===== src/verilog/reset_seq_regs.vh =====
// Constants for the reset time-out sequencer and watchdog block.
// Assumes inclusion by bare name from the design and bench files.
`ifndef RESET_SEQ_REGS_VH
`define RESET_SEQ_REGS_VH

// ------------------------------------------------------------
// Register offsets and reset values
// ------------------------------------------------------------
`define ADDR_W             8
`define ADDR_OPTION        8'h81
`define ADDR_STATUS        8'h90
`define ADDR_PWR_CTRL      8'h91
`define OPTION_RESET       8'hFF
`define STATUS_POR_VALUE   8'h18
`define RDATA_NONE         8'h00

// ------------------------------------------------------------
// Field positions
// ------------------------------------------------------------
`define OPT_PRESCALER_ASSIGN 3
`define OPT_PS_HI          2
`define OPT_PS_LO          0
`define ST_TIMEOUT_N       4
`define ST_POWERDOWN_N     3
`define ST_HI_MSB          7
`define ST_HI_LSB          5
`define ST_LO_MSB          2
`define ST_LO_LSB          0
`define PC_POR_N           1
`define PC_BOR_N           0

// Upper five status bits {hi[2:0], timeout_n, powerdown_n} per event.
`define ST_TOP_MASTER_CLEAR_PIN_SLEEP  5'h02
`define ST_TOP_WDOG_RESET  5'h01
`define ST_TOP_BROWNOUT    5'h03
`define ST_HI_CLEARED      3'h0

// ------------------------------------------------------------
// Program counter targets and oscillator modes
// ------------------------------------------------------------
`define PC_W               13
`define PC_RESET_VECTOR    13'h000
`define PC_IRQ_VECTOR      13'h004
`define OSC_RC_MODE        2'h3

// ------------------------------------------------------------
// Timing
// ------------------------------------------------------------
`define POWER_UP_TIMER_TIME_US       72000
`define CORE_CLK_MHZ       125
`define OST_OSC_CYCLES     1024
`define SEQ_CNT_W          24
`define WDOG_CNT_W         8
`define WDOG_PRE_W         7

`endif


===== src/verilog/reset_timeout_and_watchdog.v =====
// Reset time-out sequencer, reset-cause flags and watchdog control.
// Assumes all inputs are synchronous to CORE_CLK_I; the watchdog
// oscillator and main oscillator arrive as one-cycle tick strobes.
//
// Notes on behaviour
// RL1 - Power-on runs power-up delay if enabled, then 1024 oscillator cycles in crystal modes.
// RL2 - RC mode with power-up timer off leaves reset with no delay; a brown-out still runs the power-up delay.
// RL3 - Master clear held past all time-outs starts execution on release.
// RL4 - Crystal: 72 ms plus 1024 cycles, or 1024 alone; RC: 72 ms or none.
// RL5 - Reset-cause flags decode power-on, brown-out, watchdog reset or wake, clear.
// RL6 - Resets load PC 000h, wake-ups PC+1; status loads per reset kind.
// RL7 - Interrupt wake with global enable set loads vector 0004h.
// RL8 - Brown-out flag set by software, cleared by hardware on brown-out.
// RL9 - Power-on flag cleared by hardware only on power-on reset.
// RL10 - Watchdog counts on its own oscillator, also during sleep.
// RL11 - Watchdog timeout in normal operation resets the device.
// RL12 - Watchdog timeout in sleep wakes the device instead.
// RL13 - A watchdog timeout while running or in sleep clears the timeout flag.
// RL14 - Watchdog enable configuration bit low disables the watchdog.
// RL15 - Assigned prescaler multiplies the watchdog period by the chosen ratio.
// RL16 - Clear-watchdog and sleep clear counter and assigned prescaler.
// RL17 - Clear-watchdog zeros prescaler count but keeps its assignment.
// RL18 - Clear-watchdog zeros counter and sets timeout and powerdown flags.
// RL19 - Internal reset stays asserted until the last enabled stage ends.
`timescale 1ns/100ps
`include "reset_seq_regs.vh"

module reset_timeout_and_watchdog #(
  parameter POWER_UP_TIMER_CYCLES = `POWER_UP_TIMER_TIME_US * `CORE_CLK_MHZ,
  parameter OST_CYCLES  = `OST_OSC_CYCLES
) (
  input  wire                CORE_CLK_I,
  input  wire                RST_N_I,
  input  wire                CLK_EN_I,
  input  wire                MASTER_CLEAR_PIN_N_I,
  input  wire                BROWNOUT_I,
  input  wire                BROWNOUT_DETECT_ENABLE_I,
  input  wire                WATCHDOG_ENABLE_CFG_I,
  input  wire                POWER_UP_TIMER_ENABLE_N_I,
  input  wire [1:0]          OSC_MODE_I,
  input  wire                OSC_TICK_I,
  input  wire                WDOG_OSC_TICK_I,
  input  wire                SLEEP_INSTR_I,
  input  wire                CLEAR_DOG_INSTR_I,
  input  wire                IRQ_WAKE_I,
  input  wire                GLOBAL_IRQ_ENABLE_I,
  input  wire [`ADDR_W-1:0]  REG_ADDR_I,
  input  wire [7:0]          REG_WDATA_I,
  input  wire                REG_WR_I,
  input  wire                REG_RD_I,
  output wire [7:0]          REG_RDATA_O,
  output wire                CORE_RESET_O,
  output wire                SLEEPING_O,
  output wire                PC_LOAD_O,
  output wire [`PC_W-1:0]    PC_TARGET_O,
  output wire                PC_INCREMENT_O
);

  // ------------------------------------------------------------
  // Sequencer states
  // ------------------------------------------------------------
  localparam [2:0] ST_RUN   = 3'h0;
  localparam [2:0] ST_POWER_UP_TIMER  = 3'h1;
  localparam [2:0] ST_OST   = 3'h2;
  localparam [2:0] ST_SLEEP = 3'h3;
  localparam [2:0] ST_WAKE  = 3'h4;
  // Wake only waits for the oscillator.

  // Cut to the counter width on purpose.
  localparam [31:0]           POWER_UP_TIMER_LAST_FULL = POWER_UP_TIMER_CYCLES - 1;
  localparam [31:0]           OST_LAST_FULL  = OST_CYCLES - 1;
  localparam [`SEQ_CNT_W-1:0] POWER_UP_TIMER_LAST = POWER_UP_TIMER_LAST_FULL[`SEQ_CNT_W-1:0];
  localparam [`SEQ_CNT_W-1:0] OST_LAST  = OST_LAST_FULL[`SEQ_CNT_W-1:0];
  localparam [`SEQ_CNT_W-1:0] CNT_ZERO  = {`SEQ_CNT_W{1'b0}};

  // Every other mode runs from a crystal.
  function crystal_mode;
    input [1:0] mode;
    begin
      crystal_mode = (mode != `OSC_RC_MODE);
    end
  endfunction

  reg [2:0]            state_reg;
  reg [2:0]            state_next;
  reg [`SEQ_CNT_W-1:0] cnt_reg;
  reg [`SEQ_CNT_W-1:0] cnt_next;
  reg                  por_pending_reg;
  reg                  master_clear_pin_low_prev_reg;
  reg                  wake_irq_reg;
  reg                  core_reset_reg;
  reg                  core_reset_next;
  reg                  pc_load_reg;
  reg [`PC_W-1:0]      pc_target_reg;
  reg                  pc_inc_reg;
  reg [7:0]            option_reg;
  reg [7:0]            status_reg;
  reg [1:0]            pwr_ctrl_reg;
  reg [7:0]            rdata_reg;
  reg [7:0]            rdata_next;

  wire crystal   = crystal_mode(OSC_MODE_I);
  wire master_clear_pin_low  = ~MASTER_CLEAR_PIN_N_I;
  wire wdog_to;
  wire sleeping  = (state_reg == ST_SLEEP) || (state_reg == ST_WAKE);

  // ------------------------------------------------------------
  // Reset and wake events
  // ------------------------------------------------------------
  // Brown-out is a level: while it stands the sequence restarts every
  // cycle, so the power-up delay only begins once supply recovers.
  // One event per cycle, by priority.
  wire ev_por      = por_pending_reg;
  wire ev_bor      = ~ev_por & BROWNOUT_I & BROWNOUT_DETECT_ENABLE_I;
  wire ev_master_clear_pin     = ~ev_por & ~ev_bor & master_clear_pin_low & ~master_clear_pin_low_prev_reg;
  wire ev_wdog_rst = ~ev_por & ~ev_bor & ~ev_master_clear_pin & wdog_to
                     & (state_reg == ST_RUN); // RL11
  wire quiet       = ~ev_por & ~ev_bor & ~ev_master_clear_pin;
  wire ev_wdog_wk  = quiet & wdog_to & (state_reg == ST_SLEEP); // RL12
  wire ev_irq_wk   = quiet & ~wdog_to & IRQ_WAKE_I
                     & (state_reg == ST_SLEEP);
  wire ev_sleep    = quiet & ~ev_wdog_rst & SLEEP_INSTR_I
                     & (state_reg == ST_RUN);
  wire start_req   = ev_por | ev_bor | ev_master_clear_pin | ev_wdog_rst;
  wire power_up_timer_need   = ev_bor | ~POWER_UP_TIMER_ENABLE_N_I; // RL4

  // ------------------------------------------------------------
  // Time-out sequence
  // ------------------------------------------------------------
  always @* begin
    // One counter serves the power-up, oscillator and wake counts.
    state_next = state_reg;
    cnt_next   = cnt_reg;
    if (start_req) begin
      cnt_next = CNT_ZERO;
      if (power_up_timer_need) begin
        state_next = ST_POWER_UP_TIMER; // RL1
      end else if (crystal) begin
        state_next = ST_OST; // RL4
      end else begin
        state_next = ST_RUN; // RL2
      end
    end else begin
      case (state_reg)
        ST_POWER_UP_TIMER: begin
          if (cnt_reg == POWER_UP_TIMER_LAST) begin
            cnt_next   = CNT_ZERO;
            state_next = crystal ? ST_OST : ST_RUN; // RL1
          end else begin
            cnt_next = cnt_reg + 1'b1;
          end
        end
        ST_OST, ST_WAKE: begin
          if (OSC_TICK_I) begin
            if (cnt_reg == OST_LAST) begin
              cnt_next   = CNT_ZERO;
              state_next = ST_RUN; // RL19
            end else begin
              cnt_next = cnt_reg + 1'b1;
            end
          end
        end
        ST_RUN: begin
          if (ev_sleep) begin
            state_next = ST_SLEEP;
          end
        end
        ST_SLEEP: begin
          if (ev_wdog_wk || ev_irq_wk) begin
            cnt_next   = CNT_ZERO;
            state_next = crystal ? ST_WAKE : ST_RUN; // RL4
          end
        end
        default: begin
          state_next = ST_RUN;
        end
      endcase
    end
  end

  always @* begin
    // The pin term alone keeps reset up once time-outs have expired.
    // The request term holds reset one cycle
    // even when no time-out stage runs.
    core_reset_next = start_req || (state_next == ST_POWER_UP_TIMER)
                      || (state_next == ST_OST) || master_clear_pin_low; // RL19 RL3 RL11
  end

  // A wake continues at PC+1 unless an
  // enabled interrupt caused it; the cause is
  // latched for the crystal wake count.
  wire wake_done = sleeping && (state_next == ST_RUN) && !start_req;
  wire wake_irq  = (state_reg == ST_SLEEP) ? ev_irq_wk : wake_irq_reg;

  always @(posedge CORE_CLK_I or negedge RST_N_I) begin
    if (!RST_N_I) begin
      state_reg         <= ST_RUN;
      cnt_reg           <= {`SEQ_CNT_W{1'b0}};
      por_pending_reg   <= 1'b1;
      master_clear_pin_low_prev_reg <= 1'b0;
      wake_irq_reg      <= 1'b0;
      core_reset_reg    <= 1'b1;
      pc_load_reg       <= 1'b0;
      pc_target_reg     <= `PC_RESET_VECTOR;
      pc_inc_reg        <= 1'b0;
    end else if (CLK_EN_I) begin
      state_reg         <= state_next;
      cnt_reg           <= cnt_next;
      por_pending_reg   <= 1'b0;
      master_clear_pin_low_prev_reg <= master_clear_pin_low;
      core_reset_reg    <= core_reset_next;
      if (ev_wdog_wk || ev_irq_wk) begin
        wake_irq_reg <= ev_irq_wk;
      end
      // The load rises with the release.
      pc_load_reg <= 1'b0;
      if (core_reset_reg && !core_reset_next) begin
        pc_load_reg   <= 1'b1;
        pc_target_reg <= `PC_RESET_VECTOR; // RL6
        pc_inc_reg    <= 1'b0;
      end else if (wake_done && !core_reset_next) begin
        pc_load_reg <= 1'b1;
        if (wake_irq && GLOBAL_IRQ_ENABLE_I) begin
          pc_target_reg <= `PC_IRQ_VECTOR; // RL7
          pc_inc_reg    <= 1'b0;
        end else begin
          pc_target_reg <= `PC_RESET_VECTOR;
          pc_inc_reg    <= 1'b1; // RL6
        end
      end
    end
  end

  // ------------------------------------------------------------
  // Watchdog
  // ------------------------------------------------------------
  // Held clear through reset stages so a fresh period starts on release.
  // A timeout while running resets, in sleep
  // wakes, and during the wake count is lost.
  wire wdog_clear = CLEAR_DOG_INSTR_I || ev_sleep || core_reset_reg; // RL16

  watchdog_timer #(
    .CNT_W (`WDOG_CNT_W),
    .PRE_W (`WDOG_PRE_W)
  ) u_watchdog (
    .clk_i     (CORE_CLK_I),
    .rst_n_i   (RST_N_I),
    .clk_en_i  (CLK_EN_I),
    .tick_i    (WDOG_OSC_TICK_I),
    .enable_i  (WATCHDOG_ENABLE_CFG_I), // RL14
    .use_pre_i (option_reg[`OPT_PRESCALER_ASSIGN]), // RL15
    .ratio_i   (option_reg[`OPT_PS_HI:`OPT_PS_LO]),
    .clear_i   (wdog_clear),
    .timeout_o (wdog_to)
  );

  // ------------------------------------------------------------
  // Registers
  // ------------------------------------------------------------
  // Hardware updates follow the software write, so an event in the
  // same cycle as a write always wins. Timeout and powerdown flags are
  // read-only to software.
  // Master clear and watchdog keep power bits.
  always @(posedge CORE_CLK_I or negedge RST_N_I) begin
    if (!RST_N_I) begin
      option_reg   <= `OPTION_RESET;
      status_reg   <= `STATUS_POR_VALUE;
      pwr_ctrl_reg <= 2'h0;
    end else if (CLK_EN_I) begin
      if (REG_WR_I) begin
        if (REG_ADDR_I == `ADDR_OPTION) begin
          option_reg <= REG_WDATA_I; // RL17
        end else if (REG_ADDR_I == `ADDR_STATUS) begin
          status_reg[`ST_HI_MSB:`ST_HI_LSB] <= REG_WDATA_I[`ST_HI_MSB:`ST_HI_LSB];
          status_reg[`ST_LO_MSB:`ST_LO_LSB] <= REG_WDATA_I[`ST_LO_MSB:`ST_LO_LSB];
        end else if (REG_ADDR_I == `ADDR_PWR_CTRL) begin
          pwr_ctrl_reg <= REG_WDATA_I[`PC_POR_N:`PC_BOR_N]; // RL8
        end
      end
      if (ev_por) begin
        status_reg <= `STATUS_POR_VALUE; // RL6
        pwr_ctrl_reg[`PC_POR_N] <= 1'b0; // RL9
      end else if (ev_bor) begin
        status_reg[`ST_HI_MSB:`ST_POWERDOWN_N] <= `ST_TOP_BROWNOUT; // RL5
        pwr_ctrl_reg[`PC_BOR_N] <= 1'b0; // RL8
      end else if (ev_master_clear_pin && sleeping) begin
        status_reg[`ST_HI_MSB:`ST_POWERDOWN_N] <= `ST_TOP_MASTER_CLEAR_PIN_SLEEP; // RL5
      end else if (ev_master_clear_pin) begin
        status_reg[`ST_HI_MSB:`ST_HI_LSB] <= `ST_HI_CLEARED;
      end else if (ev_wdog_rst) begin
        status_reg[`ST_HI_MSB:`ST_POWERDOWN_N] <= `ST_TOP_WDOG_RESET; // RL13
      end else if (ev_wdog_wk) begin
        status_reg[`ST_TIMEOUT_N]   <= 1'b0; // RL13
        status_reg[`ST_POWERDOWN_N] <= 1'b0;
      end else if (ev_irq_wk) begin
        status_reg[`ST_TIMEOUT_N]   <= 1'b1; // RL5
        status_reg[`ST_POWERDOWN_N] <= 1'b0;
      end else if (CLEAR_DOG_INSTR_I) begin
        status_reg[`ST_TIMEOUT_N]   <= 1'b1; // RL18
        status_reg[`ST_POWERDOWN_N] <= 1'b1;
      end else if (ev_sleep) begin
        status_reg[`ST_TIMEOUT_N]   <= 1'b1;
        status_reg[`ST_POWERDOWN_N] <= 1'b0;
      end
    end
  end

  // Read data stand one cycle, then zero,
  // so nothing stale lingers on the bus.
  always @* begin
    if (!REG_RD_I) begin
      rdata_next = `RDATA_NONE;
    end else if (REG_ADDR_I == `ADDR_OPTION) begin
      rdata_next = option_reg;
    end else if (REG_ADDR_I == `ADDR_STATUS) begin
      rdata_next = status_reg;
    end else if (REG_ADDR_I == `ADDR_PWR_CTRL) begin
      rdata_next = {6'h00, pwr_ctrl_reg};
    end else begin
      rdata_next = `RDATA_NONE;
    end
  end

  always @(posedge CORE_CLK_I or negedge RST_N_I) begin
    if (!RST_N_I) begin
      rdata_reg <= `RDATA_NONE;
    end else if (CLK_EN_I) begin
      rdata_reg <= rdata_next;
    end
  end

  // ------------------------------------------------------------
  // Outputs
  // ------------------------------------------------------------
  assign REG_RDATA_O    = rdata_reg;
  assign CORE_RESET_O   = core_reset_reg;
  // Sleeping also covers the wake count.
  assign SLEEPING_O     = sleeping;
  assign PC_LOAD_O      = pc_load_reg;
  assign PC_TARGET_O    = pc_target_reg;
  assign PC_INCREMENT_O = pc_inc_reg;

endmodule


===== src/verilog/watchdog_timer.v =====
// Watchdog counter with its optional prescaler.
// Assumes tick_i is a one-cycle strobe per watchdog oscillator period,
// already synchronous to the core clock.
`timescale 1ns/100ps

module watchdog_timer #(
  parameter CNT_W = 8,
  parameter PRE_W = 7
) (
  input  wire       clk_i,
  input  wire       rst_n_i,
  input  wire       clk_en_i,
  input  wire       tick_i,
  input  wire       enable_i,
  input  wire       use_pre_i,
  input  wire [2:0] ratio_i,
  input  wire       clear_i,
  output wire       timeout_o
);

  reg [CNT_W-1:0] cnt_reg;
  reg [PRE_W-1:0] pre_reg;
  reg             timeout_reg;

  // Ratio 1:2^n, so the prescaler wraps after 2^n ticks.
  wire [PRE_W-1:0] pre_last = ~({PRE_W{1'b1}} << ratio_i);
  wire             pre_done = ~use_pre_i | (pre_reg == pre_last);

  // ------------------------------------------------------------
  // Counting
  // ------------------------------------------------------------
  always @(posedge clk_i or negedge rst_n_i) begin
    if (!rst_n_i) begin
      cnt_reg     <= {CNT_W{1'b0}};
      pre_reg     <= {PRE_W{1'b0}};
      timeout_reg <= 1'b0;
    end else if (clk_en_i) begin
      timeout_reg <= 1'b0;
      if (clear_i || !enable_i) begin
        cnt_reg <= {CNT_W{1'b0}}; // RL16 RL18
        pre_reg <= {PRE_W{1'b0}}; // RL17
      end else if (tick_i) begin // RL10
        if (pre_done) begin // RL15
          pre_reg     <= {PRE_W{1'b0}};
          cnt_reg     <= cnt_reg + 1'b1;
          timeout_reg <= &cnt_reg;
        end else begin
          pre_reg <= pre_reg + 1'b1;
        end
      end
    end
  end

  assign timeout_o = timeout_reg;

endmodule


===== config.mk =====
export PLATFORM = sky130hd
export DESIGN_NAME = reset_timeout_and_watchdog
export DESIGN_NICKNAME = d
export VERILOG_FILES = /design/src/verilog/reset_timeout_and_watchdog.v /design/src/verilog/watchdog_timer.v
export VERILOG_INCLUDE_DIRS = /design/src /design/src/verilog
export SDC_FILE = /design/constraint.sdc
export NUM_CORES = 1
export LEC_CHECK = 0
export BUFFER_PORTS_ARGS = -buffer_cell sky130_fd_sc_hd__buf_2
export CAP_MARGIN = 0
export CORE_MARGIN = 2
export CORE_UTILIZATION = 40
export DETAILED_ROUTE_END_ITERATION = 16
export PLACE_DENSITY = 0.55
export SLEW_MARGIN = 20
export SYNTH_ARGS = -nofsm -noshare
export SYNTH_HDL_FRONTEND = slang
export SYNTH_SLANG_ARGS = --single-unit

===== constraint.sdc =====
create_clock -name CORE_CLK_I -period 5.1 [get_ports CORE_CLK_I]
set_input_delay 0.51 -clock CORE_CLK_I [delete_from_list [all_inputs] [get_ports CORE_CLK_I]]
set_output_delay 0.51 -clock CORE_CLK_I [all_outputs]
set_load 0.03 [all_outputs]

==> summary.txt, run 1 <==
Die
  – Die Ht: 110 um
  – Die Width: 110 um
  – Row cnt: 38
  – Initial Utilization: 41.1%
  – Top Ports: 59
  – Die area: 0.0120 mm^2
  – Total core area: 0.0109 mm^2

Global routing
  – First-pass GRT wire length: 17,900 um
  – Initial antenna violation count: 0
  – GR Overflow Total: 0
  – Vias in the first global route: 3,460
  – Pin count of the biggest net entering global routing: 77
  – All-Layer GR Usage: 19.4%

STA
  – Final worst slack: 2.27 ns
  – Slew Viols, Final: 0
  – Clk_skew: 0.00494 ns
  – Worst-margin pin slew: 0.773 ns
  – Crit path time final: 2.83 ns
  – Slew Limit Headroom: 48.5%
  – Endpoints failing setup: 0
  – Fin Setup TNS: 0 ns
  – RSZ-0062 raised after global routing: false
  – Fin. Hold Viols: 0
  – Max Freq: 0.354 GHz
  – Final Cycle Share: 55.4%

Finish
  – Area growth syn-to-layout: 10.2%
  – Final-layout fill cell count: 1,077
  – Number of flip-flops under the largest register name: 24
  – Post-route design area: 0.00493 mm^2
  – # diodes: 0
  – Layout net count: 555
  – Layout cell share with drive strength beyond 1: 20.1%

Worst setup path
  – Worst-path maximum fanout: 5
  – R2r startpoint: cnt_reg[0]
  – Crit. End Element: flop
  – CP Class: flop to flop
  – CP arrival: 3.07 ns
  – Required time worst endpoint: 5.35 ns
  – Startpoint Class: flop
  – Reg2Reg Depth: 8
  – RR Endpoint: PC_INCREMENT_O
  – Flop-to-flop setup slack: 2.27 ns

Route
  – Remaining routing DRC violations: 0
  – Routed len/inst: 16.3 um
  – Post-DR vias/cell: 5.57
  – DRT iter0 DRCs: 264
  – Via count: 3,690
  – Routed Antenna Nets: 0
  – Total Routed Length: 10,800 um
  – First-pass DRT Iterations: 4

Logic synthesis
  – Synthesized area: 0.00447 mm^2
  – Ys async rst share: 100%
  – Yosys warns: 0
  – Netlist cell types: 74
  – Top FF cell, synth: dfrtp_1
  – Synth Area per Inst: 9.34 um^2
  – Post-synthesis sequential area ratio: 42.9%
  – Seq cells post-synth: 76
  – Number of flops mapped to enable cells by yosys: 0
  – Post-Syn Instances: 479

Placement
  – Hpwl dp: 7790 um
  – Global placement routability congestion: 0.839
  – Placed Instance Area: 0.00475 mm^2
  – Pre-CTS setup slack: 1.82 ns
  – PortBufs: 46

Pwr
  – Leak: 2.16 nW
  – Pwr dens: 276 mW/mm^2
  – VDD IR max: 254 uV

CTS
  – Root Driver: clkbuf_8
  – Post-CTS setup buffers: 0
  – CTS tree: yes
  – Longest Clk Path Bufs: 2
  – Clock latency on the worst-skew pair: 0.36 ns
  – TritonCTS buffer count: 9
  – Hold_buf cts: 0
  – Sink Count: 76
  – Clock slew at reported path FFs: 0.08 ns
  – Post-CTS sizing: 0
  – CTS H-tree lvls: 3

Run
  – Max Cap Viol: 0

Run status
  – Status: finished clean

Hold path
  – Hold crit path type: input pin to async pin
[area by class of cell]
type                    instances  area (um^2)  share of cell area, %
clock inverters                 5         27.5                  0.558
inverters                      16         60.1                   1.22
multi-input cells             368         2360                   48.0
well taps                     140          175                   3.55
clock buffers                  11          141                   2.87
flip-flops and latches         76         1920                   38.9
repair buffers                 47          244                   4.95
[stage by stage]
| step | cells | util (%) | power, mW | hold slack (ns) |
|---|---|---|---|---|
| 2_1_floorplan | 490 | - | 0.882 | 0.214 |
| 3_3_place_gp | 647 | 43.6 | 0.956 | 0.458 |
| 3_5_place_dp | 647 | 43.6 | 0.960 | 0.463 |
| 4_1_cts | 663 | 45.2 | 1.38 | 0.350 |
| 5_1_grt | 663 | 45.3 | 1.45 | 0.225 |
| 6_report | 663 | 45.3 | 1.36 | 0.162 |
[cell families (layout without fill, tap and decap cells)]
kind of cell	count (synthesis)	count (layout)	share of synthesized area, %
multiplexers	15	15	3.69
other	1	12	0.0839
AO/OA/AOI/OAI	108	108	18.1
AND/OR/NAND/NOR	206	206	24.3
adder cells (fa/ha/maj)	3	3	0.839
XOR/XNOR	24	24	4.70
buffers and inverters	46	79	5.37
flip-flops	76	76	42.9
[Yosys cell counts, types with 3 or more instances]
| cell | n | share of area [%] |
|---|---|---|
| a32oi_1 | 3 | 0.59 |
| a21boi_0 | 4 | 0.67 |
| and3_1 | 3 | 0.42 |
| nor2_1 | 52 | 4.4 |
| o21a_1 | 3 | 0.50 |
| a21o_1 | 5 | 0.84 |
| dfstp_2 | 12 | 7.1 |
| nand3_1 | 15 | 1.7 |
| inv_1 | 15 | 1.3 |
| buf_4 | 12 | 2.0 |
| o2bb2ai_1 | 11 | 2.2 |
| o21ai_0 | 22 | 2.5 |
| and2_1 | 3 | 0.42 |
| nor2b_1 | 9 | 1.3 |
| a22oi_1 | 10 | 1.7 |
| or4_1 | 4 | 0.67 |
| o31ai_1 | 5 | 0.84 |
| xnor2_1 | 9 | 1.8 |
| nand2_1 | 54 | 4.5 |
| mux2_2 | 10 | 2.5 |
| dfrtp_1 | 64 | 36 |
| a21oi_1 | 7 | 0.78 |
| buf_2 | 6 | 0.67 |
| a22o_1 | 7 | 1.4 |
| a31oi_1 | 6 | 0.84 |
| clkbuf_1 | 10 | 0.84 |
| xor2_1 | 15 | 2.9 |
| ha_1 | 3 | 0.84 |
| mux2i_1 | 3 | 0.67 |
| nor3b_1 | 3 | 0.50 |
| nor3_1 | 11 | 1.2 |
| nand2b_1 | 9 | 1.3 |
| nand4_1 | 19 | 2.7 |
[how the worst max path moves through the flow]
stage                   from              to  slack, ns  cells past startpoint
2_1_floorplan  REG_ADDR_I[1]   option_reg[0]       2.52                      7
3_3_place_gp        CLK_EN_I     cnt_reg[18]       1.79                      6
3_5_place_dp        CLK_EN_I     cnt_reg[22]       1.82                      6
4_1_cts           cnt_reg[0]     cnt_reg[12]       2.12                      7
5_1_grt           cnt_reg[0]  PC_INCREMENT_O       2.06                      8
6_report          cnt_reg[0]  PC_INCREMENT_O       2.27                      8
[per-layer routing]
metal,vias to the layer above,GRT usage [%],routed length [um]
met5,-,0,0
met4,0,7.78,134
met3,10,3.44,341
met2,55,28.3,4890
met1,1833,28.2,5450
li1,1792,-,-
[critical path, stage by stage, from the launching register on]
cell     delay, ns
dfrtp_1       0.40
ha_1          0.27
nand4_1       0.28
nor4_4        0.41
nand3_1       0.17
a31o_2        0.29
o41ai_2       0.22
nor4b_4       0.32
mux2_1        0.35
[cell usage in the layout (no fill, tap or decap), types with 10 or more instances in the layout]
master     netlist  final
conb_1           1     12
o21ai_0         22     22
nand3_1         15     15
nand2_1         54     54
dfrtp_1         64     64
nor3_1          11     11
inv_1           15     15
o2bb2ai_1       11     11
dfstp_2         12     12
a22oi_1         10     10
nand4_1         19     19
xor2_1          15     15
nor2_1          52     51
mux2_2          10     10
buf_2            6     45
clkbuf_8         0     10
[where the power goes]
group	internal (mW)	total, mW	switching (mW)
sequential	0.636	0.673	0.0370
combinational	0.0967	0.276	0.179
clock	0.187	0.412	0.226
Note: power is estimated with default switching activity, not from simulation.
==> inputs of run 2 (changes only) <==
==> constraint.sdc (replaced) <==
create_clock -name CORE_CLK_I -period 2.65 [get_ports CORE_CLK_I]
set_input_delay 0.265 -clock CORE_CLK_I [delete_from_list [all_inputs] [get_ports CORE_CLK_I]]
set_output_delay 0.265 -clock CORE_CLK_I [all_outputs]
set_load 0.03 [all_outputs]
==> summary.txt, run 2 (synthesis results as in run 1) <==
CTS
  – CTS H-tree lvls: 3
  – Hold_buf cts: 0
  – Root Driver: clkbuf_8
  – CTS tree: yes
  – Clock latency on the worst-skew pair: 0.36 ns
  – Clock slew at reported path FFs: 0.08 ns
  – Longest Clk Path Bufs: 2
  – Sink Count: 76
  – TritonCTS buffer count: 9

Worst setup path
  – Flop-to-flop setup slack: 0.02 ns
  – Startpoint Class: flop
  – Crit-path max cell delay: 0.57 ns
  – Required time worst endpoint: 2.89 ns
  – Crit. End Element: flop
  – Cell-by-cell trace of the critical path: or4_4 > nor4_4 > nand3_2 > a31o_4 > o41ai_2 > nor4b_4 > mux2_4
  – Reg2Reg Depth: 7
  – CP arrival: 2.87 ns
  – Highest-delay cell along the critical path: or4_4
  – Worst-path maximum fanout: 3
  – CP Class: flop to flop

Finish
  – Multi-input gate area: 0.00241 mm^2
  – Post-route design area: 0.00532 mm^2
  – Final Util: 48.9%
  – Layout net count: 590
  – Layout cell share with drive strength beyond 1: 26.0%
  – Number of flip-flops under the largest register name: 24
  – Final-layout fill cell count: 1,005
  – # diodes: 0
  – Area growth syn-to-layout: 19.0%
  – Most frequent cells in the layout: dfrtp_1 (63), nand2_1 (54), nor2_1 (52)
  – FF/Latch Area: 0.00192 mm^2
  – Final std cells w/o fill: 698
  – Most common cell after layout, fill and taps aside: dfrtp_1

Run status
  – Status: finished clean

STA
  – Slew Viols, Final: 0
  – Slew Limit Headroom: 36.0%
  – Fin. Hold Viols: 0
  – Endpoints failing setup: 0
  – Final worst slack: 0.0206 ns
  – RSZ-0062 raised after global routing: true
  – Final Cycle Share: 99.2%
  – Fin Setup TNS: 0 ns
  – Clk_skew: 0.0104 ns
  – Worst hold slack: 0.0441 ns
  – Max Freq: 0.380 GHz
  – Crit path time final: 2.63 ns
  – Worst-margin pin slew: 0.960 ns

Route
  – Routed Antenna Nets: 0
  – Met3 WL: 439 um
  – First-pass DRT Iterations: 4
  – Top sig layer: met4
  – Remaining routing DRC violations: 0
  – Total Routed Length: 10,800 um
  – Met1 WL: 5300 um
  – Post-DR vias/cell: 5.40
  – Metal2 WL: 4880 um
  – Routed len/inst: 15.5 um
  – DRT iter0 DRCs: 255
  – Via count: 3,769

Die
  – Die Ht: 110 um
  – Die area: 0.0120 mm^2
  – Initial Utilization: 41.1%
  – Die Width: 110 um
  – Total core area: 0.0109 mm^2
  – Top Ports: 59
  – Row cnt: 38

Pwr
  – Clk pwr share: 36.7%
  – Switching part of the total: 29.2%
  – VDD IR max: 387 uV
  – Design Power: 3.00 mW
  – Comb power frac: 20.6%
  – Pint: 2.13 mW
  – Net switching power figure: 879 uW
  – Pwr dens: 565 mW/mm^2
  – Share of total power in sequential cells: 42.7%
  – Leak: 2.39 nW

Global routing
  – All-Layer GR Usage: 19.4%
  – First-pass GRT wire length: 18,000 um
  – Pin count of the biggest net entering global routing: 77
  – Initial antenna violation count: 0
  – GR Overflow Total: 0
  – Vias in the first global route: 3,632

Hold path
  – Hold crit path type: input pin to async pin

Placement
  – Pre-CTS setup slack: -0.00877 ns
  – Placed Instance Area: 0.00500 mm^2
  – PortBufs: 46
  – Hpwl dp: 8040 um
  – # placed instances: 680
  – Global placement routability congestion: 0.913

Run
  – Max Cap Viol: 0
## run 2: cell types whose count changed in the layout (fill, tap and decap cells not counted), moves of 2 or more
cell,change
buf_4,+36
clkinv_2,-4
bufinv_16,+3
mux2_1,-2
mux2_4,+2
nor3_2,-2
nor3_4,+2
## run 2: final timing paths
check | to | start
setup / recovery | PC_TARGET_O[2] | cnt_reg[21]
hold / removal | wake_irq_reg | RST_N_I
setup reg to reg | PC_TARGET_O[2] | cnt_reg[21]
hold reg to reg | pwr_ctrl_reg[0] | pwr_ctrl_reg[0]
max in group asynchronous | state_reg[0] | RST_N_I
min in group CORE_CLK_I | status_reg[5] | REG_WDATA_I[5]
## run 2: per-layer routing
metal / vias to the layer above / global-route usage [%]
li1: 1866 / -
met4: 0 / 7.96
met5: - / 0
met1: 1826 / 27.7
met3: 17 / 3.50
met2: 60 / 28.9
## run 2: final cells by class
type	instances	area share, %
multi-input combinational	368	45.4
timing repair buffer	82	9.45
clock buffer	11	2.66
clock inverter	5	2.02
inverter	16	1.13
sequential	76	36.1
tap	140	3.29
## run 2: power by group through the flow
stage / Clock (mW) / Combinational [mW] / Sequential, mW
final: 1.10 / 0.618 / 1.28
after global routing: 1.18 / 0.684 / 1.29
after CTS: 1.14 / 0.614 / 1.28
after detailed placement: 0 / 0.586 / 1.30
after global placement: 0 / 0.579 / 1.30
after floorplan: 0 / 0.380 / 1.32
## run 2: critical path: cells and delay by family, from the launching register on
kind	cells	cell delay [ns]
muxes	1	0.33
DFF	1	0.38
AOI/OAI and AO/OA	2	0.44
and+or+nand+nor	4	1.37
## run 2: what timing repair did
action / in CTS / in global routing
setup endpoints to repair: 2 / 3
buffers inserted: 2 / 0
resized for setup: 7 / 4
pin swaps: 8 / 3
==> inputs of run 3 (changes only) <==
==> constraint.sdc (replaced) <==
create_clock -name CORE_CLK_I -period 2.65 [get_ports CORE_CLK_I]
set_input_delay 0.53 -clock CORE_CLK_I [delete_from_list [all_inputs] [get_ports CORE_CLK_I]]
set_output_delay 0.53 -clock CORE_CLK_I [all_outputs]
set_load 0.03 [all_outputs]
==> summary.txt, run 3 (synthesis results as in run 1) <==
STA
  – Endpoints failing setup: 0
  – Fin. Hold Viols: 0
  – Slew Limit Headroom: 54.3%
  – Final Cycle Share: 99.9%
  – Clk_skew: 0.0104 ns
  – Worst-margin pin slew: 0.679 ns
  – Crit path time final: 2.65 ns
  – Slew Viols, Final: 0
  – Max Freq: 0.378 GHz
  – Fin Setup TNS: 0 ns
  – RSZ-0062 raised after global routing: true

Finish
  – Post-route design area: 0.00536 mm^2
  – Most common cell after layout, fill and taps aside: dfrtp_1
  – Final Util: 49.2%
  – Most frequent cells in the layout: dfrtp_1 (64), nand2_1 (54), nor2_1 (52), buf_4 (52), buf_2 (45)
  – Layout cell share with drive strength beyond 1: 27.7%
  – Final std cells w/o fill: 714
  – Number of flip-flops under the largest register name: 24
  – Layout net count: 606
  – # diodes: 0
  – Area growth syn-to-layout: 19.8%
  – Final-layout fill cell count: 1,032

Worst setup path
  – Highest-delay cell along the critical path: or4_4
  – Worst-path maximum fanout: 4
  – CP Class: flop to flop
  – Crit. End Element: flop
  – Top delay family on crit path: simple AND/OR/NAND/NOR gates
  – CP arrival: 2.90 ns
  – Crit-path max cell delay: 0.58 ns
  – RR Endpoint: PC_TARGET_O[2]
  – R2r startpoint: cnt_reg[11]
  – Reg2Reg Depth: 7
  – Buf/Inv on CP: 0
  – Startpoint Class: flop
  – Required time worst endpoint: 2.90 ns
  – Critical path depth: 7
  – Flop-to-flop setup slack: 0.003 ns
  – Cell-by-cell trace of the critical path: or4_4 > nor3_4 > and4_4 > o31ai_4 > o41ai_2 > nor4b_4 > mux2_1

Die
  – Die area: 0.0120 mm^2
  – Top Ports: 59
  – Die Width: 110 um
  – Initial Utilization: 41.1%
  – Row cnt: 38
  – Total core area: 0.0109 mm^2
  – Die Ht: 110 um

CTS
  – CTS H-tree lvls: 3
  – TritonCTS buffer count: 9
  – CTS tree: yes
  – Sink Count: 76
  – Clock slew at reported path FFs: 0.09 ns
  – Clock latency on the worst-skew pair: 0.37 ns
  – Hold_buf cts: 0
  – Root Driver: clkbuf_8
  – Longest Clk Path Bufs: 2

Route
  – Routed len/inst: 15.9 um
  – Via count: 3,893
  – Post-DR vias/cell: 5.45
  – Routed Antenna Nets: 0
  – First-pass DRT Iterations: 5
  – DRT iter0 DRCs: 290
  – Total Routed Length: 11,300 um
  – Remaining routing DRC violations: 0

Global routing
  – Vias in the first global route: 3,724
  – Initial antenna violation count: 0
  – First-pass GRT wire length: 18,600 um
  – GR Overflow Total: 0
  – Pin count of the biggest net entering global routing: 41
  – All-Layer GR Usage: 20.2%

Pwr
  – Design Power: 2.76 mW
  – Leak: 2.42 nW
  – Pwr dens: 516 mW/mm^2
  – VDD IR max: 320 uV

Placement
  – PortBufs: 46
  – Placed Instance Area: 0.00514 mm^2
  – Global placement routability congestion: 0.882
  – Hpwl dp: 8390 um
  – # placed instances: 698

Run
  – Max Cap Viol: 0

Hold path
  – Hold crit path type: input pin to async pin

Run status
  – Status: finished clean
run 3: changes by cell type in the layout (fill, tap and decap cells not counted), sizes merged:
| cell | change |
|---|---|
| buf | +16 |
| clkinvlp | +2 |
| clkinv | +1 |
| bufinv | -3 |
run 3: worst register-to-register path: cells and delay by family, from the launching register on:
family | cells | cell delay, ns
simple gates | 4 | 1.35
mux | 1 | 0.36
compound gates | 2 | 0.41
flops | 1 | 0.40
run 3: layer usage:
layer	vias to the layer above	share of wire [%]	track usage (%)
li1	1901	-	-
met1	1892	49	28.7
met2	84	45	30.3
met3	16	3.7	3.32
met4	0	2.2	8.86
met5	-	0	0
run 3: where the power goes:
group          switching [mW]  total, mW  internal [mW]
logic                   0.403      0.668          0.265
registers              0.0401       1.27           1.23
clock network           0.460      0.829          0.369
total                   0.903       2.76           1.86
run 3: metrics by stage:
step	worst slack, ns	hold WS, ns
global placement	0.0249	0.461
global route	-0.170	0.143
finish	0.00287	0.110
floorplan	0.0510	0.234
CTS	-0.0154	0.116
detailed placement	-0.0389	0.468
run 3: how the worst max path moves through the flow:
| stage | from | end | slack [ns] |
|---|---|---|---|
| 6_report | cnt_reg[11] | PC_TARGET_O[2] | 0.003 |
| 5_1_grt | cnt_reg[0] | PC_INCREMENT_O | -0.17 |
| 4_1_cts | cnt_reg[18] | PC_TARGET_O[2] | -0.02 |
| 3_5_place_dp | BROWNOUT_DETECT_ENABLE_I | PC_TARGET_O[2] | -0.04 |
| 3_3_place_gp | REG_ADDR_I[1] | option_reg[7] | 0.02 |
| 2_1_floorplan | REG_ADDR_I[1] | option_reg[0] | 0.05 |
run 3: timing repair:
action,4_1_cts,5_1_grt
pin swaps,1,2
setup endpoints to repair,2,3
endpoints found under the hold margin,0,0
setup buffers,0,0
gates resized for setup,2,4
run 3: layout make-up:
cell class                      count  area, um^2  area share [%]
Inverter                           16        60.1            1.12
Sequential cell                    76        1920            35.8
Tap cell                          140         175            3.27
Timing Repair Buffer               98         636            11.9
Clock buffer                       11         141            2.64
Multi-Input combinational cell    368        2390            44.6
Clock inverter                      5        37.5           0.701
